`src/rtl/eeprom_wr_pkg.sv`:
```
// Purpose: shared constants for the two-wire EEPROM write front end
// Assumes: core clock 25 MHz, bus clock sampled as a plain input
// Notes:   array geometry, address byte layout, write cycle timing
package eeprom_wr_pkg;

  // ****************************************************************
  // array geometry
  // ****************************************************************
  localparam int unsigned PAGE_COUNT     = 512;
  localparam int unsigned PAGE_BYTES     = 256;
  localparam int unsigned ADDR_W         = 17;
  localparam int unsigned DATA_W         = 8;
  localparam int unsigned FIFO_DEPTH     = 8;

  // ****************************************************************
  // address byte layout
  // ****************************************************************
  localparam logic [3:0]  DEV_TYPE_CODE  = 4'hA;
  localparam int unsigned TYPE_MSB       = 7;
  localparam int unsigned TYPE_LSB       = 4;
  localparam int unsigned CS_HI_POS      = 3;
  localparam int unsigned CS_LO_POS      = 2;
  localparam int unsigned TOP_BIT_POS    = 1;
  localparam int unsigned RW_POS         = 0;

  // ****************************************************************
  // timing
  // ****************************************************************
  localparam int unsigned CLK_HZ         = 25_000_000;
  localparam int unsigned WRITE_CYCLE_US = 5000;
  localparam int unsigned WRITE_CYCLE_CYC = (WRITE_CYCLE_US / 1000) * (CLK_HZ / 1000);
  localparam int unsigned BITS_PER_BYTE  = 8;

  // ****************************************************************
  // reset values
  // ****************************************************************
  localparam logic [16:0] ADDR_RST       = 17'h00000;
  localparam logic [7:0]  SHIFT_RST      = 8'h00;
  localparam logic [3:0]  BITCNT_RST     = 4'h0;

  typedef enum logic [2:0] {
    ST_IDLE,
    ST_DEVADDR,
    ST_WADDR_HI,
    ST_WADDR_LO,
    ST_DATA,
    ST_IGNORE,
    ST_PROGRAM
  } phase_t;

endpackage : eeprom_wr_pkg

```
`src/rtl/eeprom_write_ctrl.sv`:
```
// Purpose: two-wire slave front end: address match, word address, page write
// Assumes: start/stop detected elsewhere and given as core-clock pulses
// Notes:   bus clock and data pins pass two flops before use
`timescale 1ns/1ps
module eeprom_write_ctrl
  import eeprom_wr_pkg::*;
#(
  parameter int unsigned WRITE_CYCLE = WRITE_CYCLE_CYC
) (
  input  wire logic              i_core_clk,
  input  wire logic              i_arst_n,
  input  wire logic              i_scl,
  input  wire logic              i_sda,
  input  wire logic              i_start,
  input  wire logic              i_stop,
  input  wire logic              i_chip_select_hi,
  input  wire logic              i_chip_select_lo,
  input  wire logic              i_write_protect,
  input  wire logic              i_prog_ready,
  output logic                   o_sda_out,
  output logic                   o_sda_oe,
  output logic                   o_busy,
  output logic                   o_standby,
  output logic                   o_read_req,
  output logic      [ADDR_W-1:0] o_addr,
  output logic      [ADDR_W-1:0] o_prog_addr,
  output logic      [DATA_W-1:0] o_prog_data,
  output logic                   o_prog_valid,
  output logic                   o_prog_commit
);

  // ****************************************************************
  // pin synchronisers
  // ****************************************************************
  logic [1:0] scl_sync_q;
  logic [1:0] sda_sync_q;
  logic [1:0] csh_sync_q;
  logic [1:0] csl_sync_q;
  logic [1:0] wp_sync_q;
  logic       scl_prev_q;

  always_ff @(posedge i_core_clk or negedge i_arst_n)
  begin
    if (!i_arst_n)
    begin
      scl_sync_q <= 2'h3;
      sda_sync_q <= 2'h3;
      csh_sync_q <= 2'h0;
      csl_sync_q <= 2'h0;
      wp_sync_q  <= 2'h0;
      scl_prev_q <= 1'b1;
    end
    else
    begin
      scl_sync_q <= {scl_sync_q[0], i_scl};
      sda_sync_q <= {sda_sync_q[0], i_sda};
      csh_sync_q <= {csh_sync_q[0], i_chip_select_hi};
      csl_sync_q <= {csl_sync_q[0], i_chip_select_lo};
      wp_sync_q  <= {wp_sync_q[0], i_write_protect};
      scl_prev_q <= scl_sync_q[1];
    end
  end

  wire scl_s   = scl_sync_q[1];
  wire sda_s   = sda_sync_q[1];
  wire scl_rise = scl_s & ~scl_prev_q;
  wire scl_fall = ~scl_s & scl_prev_q;

  // ****************************************************************
  // byte receiver
  // ****************************************************************
  phase_t             phase_q;
  phase_t             phase_d;
  logic [7:0]         shift_q;
  logic [3:0]         bitcnt_q;
  logic               ack_slot_q;
  logic               ack_drive_q;
  logic [ADDR_W-1:0]  addr_q;
  logic [ADDR_W-1:0]  addr_d;
  logic [ADDR_W-1:0]  prog_base_q;
  logic               have_data_q;
  logic               protect_q;
  logic [22:0]        wcnt_q;
  logic               commit_q;

  // eighth bit completes a byte; shift in msb first
  wire [7:0] byte_now   = {shift_q[6:0], sda_s};
  wire       byte_done  = scl_rise & ~ack_slot_q & (bitcnt_q == 4'(BITS_PER_BYTE - 1));
  wire       in_frame   = (phase_q != ST_IDLE) & (phase_q != ST_PROGRAM)
                          & (phase_q != ST_IGNORE);

  // pins are hardwired; a floating pin is pulled to zero before it reaches here
  wire       cs_match   = (byte_now[CS_HI_POS] == csh_sync_q[1])
                          & (byte_now[CS_LO_POS] == csl_sync_q[1]);
  wire       type_match = (byte_now[TYPE_MSB:TYPE_LSB] == DEV_TYPE_CODE);
  wire       dev_match  = type_match & cs_match;
  wire       is_read    = byte_now[RW_POS];

  function automatic logic [ADDR_W-1:0] page_inc(input logic [ADDR_W-1:0] a);
    // low byte wraps inside the page, row bits stay put
    page_inc = {a[ADDR_W-1:8], a[7:0] + 8'h01};
  endfunction : page_inc

  // ****************************************************************
  // data path fifo
  // ****************************************************************
  logic fifo_wr_ready;
  logic fifo_rd_valid;
  logic [DATA_W-1:0] fifo_rd_data;
  wire  data_byte   = byte_done & (phase_q == ST_DATA);
  // a full fifo withholds the acknowledge so the master sees a nack
  wire  data_accept = data_byte & fifo_wr_ready;
  wire  fifo_flush  = i_start & (phase_q != ST_PROGRAM);

  byte_fifo #(
    .WIDTH (DATA_W),
    .DEPTH (FIFO_DEPTH)
  ) u_fifo (
    .i_core_clk (i_core_clk),
    .i_arst_n   (i_arst_n),
    .i_flush    (fifo_flush),
    .i_wr_data  (byte_now),
    .i_wr_valid (data_byte),
    .o_wr_ready (fifo_wr_ready),
    .o_rd_data  (fifo_rd_data),
    .o_rd_valid (fifo_rd_valid),
    .i_rd_ready (i_prog_ready)
  );

  // ****************************************************************
  // phase sequencing
  // ****************************************************************
  wire stop_commit = i_stop & (phase_q == ST_DATA) & have_data_q
                     & ~wp_sync_q[1];
  wire prog_done   = (phase_q == ST_PROGRAM) & (wcnt_q == 23'(WRITE_CYCLE - 1));

  always_comb
  begin
    phase_d = phase_q;
    addr_d  = addr_q;
    case (phase_q)
      ST_IDLE,
      ST_IGNORE:
      begin
        if (i_start)
        begin
          phase_d = ST_DEVADDR;
        end
      end
      ST_DEVADDR:
      begin
        if (byte_done)
        begin
          if (!dev_match)
          begin
            phase_d = ST_IGNORE;
          end
          else if (is_read)
          begin
            phase_d = ST_IGNORE;
          end
          else
          begin
            phase_d = ST_WADDR_HI;
            addr_d  = {byte_now[TOP_BIT_POS], addr_q[15:0]};
          end
        end
      end
      ST_WADDR_HI:
      begin
        if (byte_done)
        begin
          phase_d = ST_WADDR_LO;
          addr_d  = {addr_q[16], byte_now, addr_q[7:0]};
        end
      end
      ST_WADDR_LO:
      begin
        if (byte_done)
        begin
          phase_d = ST_DATA;
          addr_d  = {addr_q[16:8], byte_now};
        end
      end
      ST_DATA:
      begin
        if (data_accept)
        begin
          addr_d = page_inc(addr_q);
        end
      end
      ST_PROGRAM:
      begin
        if (prog_done)
        begin
          phase_d = ST_IDLE;
        end
      end
      default:
      begin
        phase_d = ST_IDLE;
      end
    endcase
    // start inside a frame restarts the address phase
    if (i_start && in_frame)
    begin
      phase_d = ST_DEVADDR;
    end
    if (i_stop && phase_q != ST_PROGRAM)
    begin
      phase_d = stop_commit ? ST_PROGRAM : ST_IDLE;
    end
  end

  always_ff @(posedge i_core_clk or negedge i_arst_n)
  begin
    if (!i_arst_n)
    begin
      phase_q <= ST_IDLE;
      addr_q  <= ADDR_RST;
    end
    else
    begin
      phase_q <= phase_d;
      addr_q  <= addr_d;
    end
  end

  // ****************************************************************
  // bit counter and acknowledge
  // ****************************************************************
  // the ack slot drives low only for bytes that are accepted
  wire ack_want = byte_done & (
                    ((phase_q == ST_DEVADDR) & dev_match)
                  | (phase_q == ST_WADDR_HI) | (phase_q == ST_WADDR_LO)
                  | data_accept);

  always_ff @(posedge i_core_clk or negedge i_arst_n)
  begin
    if (!i_arst_n)
    begin
      shift_q     <= SHIFT_RST;
      bitcnt_q    <= BITCNT_RST;
      ack_slot_q  <= 1'b0;
      ack_drive_q <= 1'b0;
    end
    else if (i_start || phase_q == ST_PROGRAM || phase_q == ST_IDLE)
    begin
      shift_q     <= SHIFT_RST;
      bitcnt_q    <= BITCNT_RST;
      ack_slot_q  <= 1'b0;
      ack_drive_q <= 1'b0;
    end
    else if (scl_rise)
    begin
      if (ack_slot_q)
      begin
        ack_slot_q <= 1'b0;
      end
      else if (byte_done)
      begin
        shift_q    <= byte_now;
        bitcnt_q   <= BITCNT_RST;
        ack_slot_q <= 1'b1;
        ack_drive_q <= ack_want;
      end
      else
      begin
        shift_q  <= byte_now;
        bitcnt_q <= bitcnt_q + 4'h1;
      end
    end
  end

  // ****************************************************************
  // write cycle and programming outputs
  // ****************************************************************
  always_ff @(posedge i_core_clk or negedge i_arst_n)
  begin
    if (!i_arst_n)
    begin
      have_data_q <= 1'b0;
      protect_q   <= 1'b0;
      wcnt_q      <= '0;
      prog_base_q <= ADDR_RST;
      commit_q    <= 1'b0;
    end
    else
    begin
      commit_q <= stop_commit;
      if (i_start && phase_q != ST_PROGRAM)
      begin
        have_data_q <= 1'b0;
      end
      else if (data_accept)
      begin
        have_data_q <= 1'b1;
      end
      if (phase_d == ST_WADDR_LO && phase_q == ST_WADDR_HI)
      begin
        prog_base_q <= addr_d;
      end
      if (stop_commit)
      begin
        protect_q <= wp_sync_q[1];
        wcnt_q    <= '0;
      end
      else if (phase_q == ST_PROGRAM)
      begin
        wcnt_q <= wcnt_q + 23'h1;
      end
    end
  end

  // data stream to the array: one byte per pulse, pointer wraps in page
  logic [ADDR_W-1:0] prog_ptr_q;

  always_ff @(posedge i_core_clk or negedge i_arst_n)
  begin
    if (!i_arst_n)
    begin
      prog_ptr_q   <= ADDR_RST;
      o_prog_addr  <= ADDR_RST;
      o_prog_data  <= SHIFT_RST;
      o_prog_valid <= 1'b0;
    end
    else
    begin
      o_prog_valid <= fifo_rd_valid & i_prog_ready;
      if (phase_q == ST_WADDR_LO && byte_done)
      begin
        prog_ptr_q <= {addr_q[16:8], byte_now};
      end
      else if (fifo_rd_valid && i_prog_ready)
      begin
        o_prog_addr <= prog_ptr_q;
        o_prog_data <= fifo_rd_data;
        prog_ptr_q  <= page_inc(prog_ptr_q);
      end
    end
  end

  // ****************************************************************
  // registered outputs
  // ****************************************************************
  always_ff @(posedge i_core_clk or negedge i_arst_n)
  begin
    if (!i_arst_n)
    begin
      o_sda_out     <= 1'b0;
      o_sda_oe      <= 1'b0;
      o_busy        <= 1'b0;
      o_standby     <= 1'b1;
      o_read_req    <= 1'b0;
      o_addr        <= ADDR_RST;
      o_prog_commit <= 1'b0;
    end
    else
    begin
      o_sda_out <= 1'b0;
      // drive low from the eighth falling edge until the ninth falls
      if (scl_fall)
      begin
        o_sda_oe <= ack_slot_q & ack_drive_q;
      end
      if (phase_q == ST_PROGRAM || phase_q == ST_IDLE)
      begin
        o_sda_oe <= 1'b0;
      end
      o_busy        <= (phase_d == ST_PROGRAM);
      o_standby     <= (phase_d == ST_IDLE);
      o_read_req    <= byte_done & (phase_q == ST_DEVADDR) & dev_match & is_read;
      o_addr        <= addr_d;
      o_prog_commit <= commit_q & ~protect_q;
    end
  end

endmodule : eeprom_write_ctrl

```
`src/rtl/byte_fifo.sv`:
```
// Purpose: small valid/ready FIFO for received data bytes
// Assumes: single clock, asynchronous active-low reset
// Notes:   read data come out of a register
`timescale 1ns/1ps
module byte_fifo #(
  parameter int unsigned WIDTH = 8,
  parameter int unsigned DEPTH = 8
) (
  input  wire logic             i_core_clk,
  input  wire logic             i_arst_n,
  input  wire logic             i_flush,
  input  wire logic [WIDTH-1:0] i_wr_data,
  input  wire logic             i_wr_valid,
  output logic                  o_wr_ready,
  output logic      [WIDTH-1:0] o_rd_data,
  output logic                  o_rd_valid,
  input  wire logic             i_rd_ready
);

  localparam int unsigned PW = $clog2(DEPTH);

  logic [WIDTH-1:0] mem_q [DEPTH];
  logic [PW:0]      wptr_q;
  logic [PW:0]      rptr_q;
  logic [PW:0]      count;
  logic             full;
  logic             empty;
  logic             do_wr;
  logic             do_rd;
  logic             out_take;

  // ****************************************************************
  // flags
  // ****************************************************************
  assign count      = wptr_q - rptr_q;
  assign full       = (count == (PW+1)'(DEPTH));
  assign empty      = (count == '0);
  assign o_wr_ready = ~full;
  assign do_wr      = i_wr_valid & ~full;
  // output register refills whenever it is empty or being taken
  assign out_take   = ~o_rd_valid | i_rd_ready;
  assign do_rd      = ~empty & out_take;

  always_ff @(posedge i_core_clk)
  begin
    if (do_wr)
    begin
      mem_q[wptr_q[PW-1:0]] <= i_wr_data;
    end
  end

  always_ff @(posedge i_core_clk or negedge i_arst_n)
  begin
    if (!i_arst_n)
    begin
      wptr_q     <= '0;
      rptr_q     <= '0;
      o_rd_valid <= 1'b0;
      o_rd_data  <= '0;
    end
    else if (i_flush)
    begin
      wptr_q     <= '0;
      rptr_q     <= '0;
      o_rd_valid <= 1'b0;
    end
    else
    begin
      if (do_wr)
      begin
        wptr_q <= wptr_q + 1'b1;
      end
      if (do_rd)
      begin
        rptr_q    <= rptr_q + 1'b1;
        o_rd_data <= mem_q[rptr_q[PW-1:0]];
      end
      if (out_take)
      begin
        o_rd_valid <= do_rd;
      end
    end
  end

endmodule : byte_fifo

```
`config.mk`:
```
export PLATFORM = sky130hd
export DESIGN_NAME = eeprom_write_ctrl
export DESIGN_NICKNAME = d
export VERILOG_FILES = /design/src/rtl/eeprom_wr_pkg.sv /design/src/rtl/eeprom_write_ctrl.sv /design/src/rtl/byte_fifo.sv
export SDC_FILE = /design/constraint.sdc
export NUM_CORES = 1
export LEC_CHECK = 0
export ABC_AREA = 1
export BUFFER_PORTS_ARGS = -buffer_cell sky130_fd_sc_hd__buf_2
export CAP_MARGIN = 40
export CORE_UTILIZATION = 33
export DETAILED_ROUTE_END_ITERATION = 7
export SYNTH_ARGS = -nofsm -noshare
export SYNTH_HDL_FRONTEND = slang
export SYNTH_HIERARCHICAL = 1
export SYNTH_SLANG_ARGS = --single-unit
```
`constraint.sdc`:
```
create_clock -name i_core_clk -period 3.26 [get_ports i_core_clk]
set_input_delay 0.163 -clock i_core_clk [delete_from_list [all_inputs] [get_ports i_core_clk]]
set_output_delay 0.163 -clock i_core_clk [all_outputs]
set_load 0.005 [all_outputs]
```
==> impl_metrics.env <==
export IMPL_period_minus_slack_ps=2750
export IMPL_yosysSeqAreaShare_pct=57.3
export IMPL_r2r_slack_ps=510
export IMPL_drt_pre_antenna_iters=5
export IMPL_dieArea_sq_um=28700
export IMPL_worstSkewPairLatency_ps=440
export IMPL_crit_end="u_fifo/mem_q[6][5]"
export IMPL_grt_pass1_vias=6511
export IMPL_nNetsFinal=1128
export IMPL_antenna_found_initial=1
export IMPL_wl_met2_mm=9.56
export IMPL_avgSynthCellArea_sq_um=8.90
export IMPL_die_h_um=170
export IMPL_crit_top_cell="nand2_4"
export IMPL_wl_met3_mm=1.03
export IMPL_p_leak_nw=5.15
export IMPL_wirelength_mm=20.7
export IMPL_start_util_pct=34.0
export IMPL_synth_most_common_cell="nand2_1"
export IMPL_dr_total_vias=6914
export IMPL_post_drt_wl_per_cell_um=13.8
export IMPL_hpwl_mm=14.2
export IMPL_r2r_end="u_fifo/mem_q[6][5]"
export IMPL_wl_met1_mm=9.79
export IMPL_setup_violations_final=0
export IMPL_via_per_inst=4.63
export IMPL_fmax_mhz=364
export IMPL_ys_ff_latch=199
export IMPL_yosysTopAreaCell="dfrtp_1"
export IMPL_synth_commonest_cells="nand2_1 (291), inv_1 (147), dfrtp_1 (129)"
export IMPL_clockBufferDepth=2
export IMPL_hold_viol_final=0
export IMPL_grt_pass1_wl_mm=34.0
export IMPL_cp_slowest_stage_delay_ps=560
export IMPL_cp_depth=8
export IMPL_synth_area_sq_um=9260
export IMPL_cpLargestDelayFamily="simple AND/OR/NAND/NOR gates"
export IMPL_drive_above_1_share_pct=13.9
export IMPL_grt_max_degree=71
export IMPL_cp_max_fo=12
export IMPL_drc=0
export IMPL_postSynthCellCount=1040
export IMPL_cp_cell_sequence="clkinv_1, ha_1, or2_1, nand3_2, nand2_4, nand2_4, nand2_4, nor2_1"
export IMPL_worstHoldPathType="input pin to flip-flop"
export IMPL_worst_setup_path_start_kind="flip-flop"
export IMPL_synth_area_leaders="dfrtp_1 (35%), edfxtp_1 (21%), nand2_1 (12%)"
export IMPL_cp_end_kind="flip-flop"
export IMPL_place_area_sq_um=9990
export IMPL_worst_pin_slew_ps=725
export IMPL_cts_tree="done"
export IMPL_yosys_warnings=6
export IMPL_worst_path_buf_inv=1
export IMPL_p_per_area_nw_per_um2=476
export IMPL_routed_top_layer="met5"
export IMPL_reg2regPathDepth=8
export IMPL_worst_clock_skew_ps=17.8
export IMPL_worstSetupPathType="flip-flop to flip-flop"
export IMPL_rsz0062_at_grt="false"
export IMPL_die_x_um=170
export IMPL_drt_iter0_markers=484
export IMPL_relSlewSlack_pct=51.5
export IMPL_maxCapViolCount=0
export IMPL_async_flop_share_pct=67.8
export IMPL_status="finished, final reports clean"
export IMPL_ant_nets=0
export IMPL_ys_types=47
export IMPL_gp_congestion=0.832
export IMPL_grtUsageTotal_pct=15.2
export IMPL_timing_rr_start="u_fifo/rptr_q[2]"
export IMPL_core_rowCount=60
export IMPL_period_share_pct=84.4
export IMPL_numCtsBuffers=17
export IMPL_startpoint="u_fifo/rptr_q[2]"
export IMPL_cts_root_buf="clkbuf_16"
export IMPL_port_buffers=57
export IMPL_diodes=0
export IMPL_synthesis_nets=1059
export IMPL_arrival_ps=2830
export IMPL_area_growth_pct=15.2
export IMPL_synthFlopType="dfrtp_1"
export IMPL_synth_top_area_share_pct=34.9
export IMPL_pin_count=59
export IMPL_cts_sinks=199
export IMPL_core_area_sq_um=27300
export IMPL_cp_data_required_time_ps=3340
export IMPL_cp_slowest_cell="dfrtp_1"
export IMPL_grt_overflow_total=0
export IMPL_h_tree_depth=4
export IMPL_setup_tns_ps=0
export IMPL_num_fill_cells=2718
export IMPL_slew_violations=0
export IMPL_post_cts_buffers=0
export IMPL_vdd_drop_max_uv=336
export IMPL_stdcell_area_sq_um=10700
export IMPL_clkTransAtPathRegs_ps=90
export IMPL_cts_resized=0
export IMPL_synth_edf_count=64
[worst min path at each step]
stage	startpoint	end	slack (ps)	cells past startpoint
6_report	i_prog_ready	o_prog_valid	130	3
5_1_grt	i_prog_ready	o_prog_valid	140	3
4_1_cts	i_prog_ready	o_prog_valid	120	3
3_5_place_dp	i_arst_n	o_prog_data[0]	220	1
3_3_place_gp	i_arst_n	o_prog_data[0]	230	1
2_1_floorplan	i_arst_n	ack_drive_q	-130	0
[worst register-to-register path: stages (launching register included)]
cell	delay (ps)
dfrtp_1	560
clkinv_1	300
ha_1	390
or2_1	240
nand3_2	100
nand2_4	60
nand2_4	110
nand2_4	120
nor2_1	500
[state kept, by name (all words and copies together), names as in the netlist, 2 cells and up]
| name | count |
|---|---|
| u_fifo/wptr_q | 4 |
| o_prog_data | 8 |
| wp_sync_q | 2 |
| csh_sync_q | 2 |
| sda_sync_q | 2 |
| wcnt_q | 23 |
| csl_sync_q | 2 |
| u_fifo/mem_q | 64 |
| bitcnt_q | 4 |
| shift_q | 7 |
| o_addr | 17 |
| scl_sync_q | 2 |
| u_fifo/o_rd_data | 8 |
| phase_q | 3 |
| u_fifo/rptr_q | 4 |
| o_prog_addr | 17 |
| prog_ptr_q | 17 |
[stage by stage]
step	cells	setup slack, ps	total power, mW	hold slack, ps	util [%]
2_1_floorplan	1040	632	2.84	-133	-
3_3_place_gp	1456	619	2.95	228	36.7
3_5_place_dp	1456	531	2.95	223	36.7
4_1_cts	1494	506	5.15	121	39.1
5_1_grt	1494	293	5.29	143	39.1
6_report	1494	509	5.08	126	39.1
[placed cells by master (no fill, tap or decap), drive strengths merged, types with 2 or more instances in the layout]
cell,instances
xnor2,2
nand2,305
dfrtp,129
inv,166
clkinv,7
ha,9
o21ai,64
xor2,12
nand3,87
clkbuf,17
a21oi,26
buf,75
edfxtp,64
nor3,30
a211oi,2
and3,3
nand4,24
o221ai,4
o22ai,5
nor2,67
or2,2
dlygate4sd3,6
dfstp,6
[power by group]
part           switching, mW  internal (mW)
Combinational          0.136         0.0891
Clock                   1.11           1.06
Sequential            0.0445           2.63
[cell type report]
type                            count  area (sq um)  share of cell area [%]
Clock buffer                       17           425                    3.99
Clock inverter                     15           189                    1.77
Inverter                          158           593                    5.56
Multi-Input combinational cell    652          3190                    29.9
Sequential cell                   199          5310                    49.8
Tap cell                          372           465                    4.36
Timing Repair Buffer               81           499                    4.68
[cells by family (layout without fill, tap and decap cells)]
| family | count (synthesis) | in the layout | synth area share (%) |
|---|---|---|---|
| muxes | 1 | 1 | 0.108 |
| AOI/OAI and AO/OA | 107 | 107 | 6.39 |
| other | 1 | 1 | 0.0405 |
| and+or+nand+nor | 520 | 520 | 25.3 |
| buffers and inverters | 189 | 271 | 8.27 |
| xor gates and xnor gates | 14 | 14 | 1.32 |
| adders and majority gates | 9 | 9 | 1.22 |
| DFF | 199 | 199 | 57.3 |
[what timing repair did]
action,in CTS,in global routing
endpoints found under the setup margin,0,0
endpoints found under the hold margin,67,0
hold buffers,6,0
[per-layer routing]
metal / track usage [%] / up-vias
met3: 3.45 / 20
li1: - / 3493
met1: 20.6 / 3239
met5: 0 / -
met4: 4.27 / 2
met2: 24.2 / 160
(Power assumes the default switching activity.)
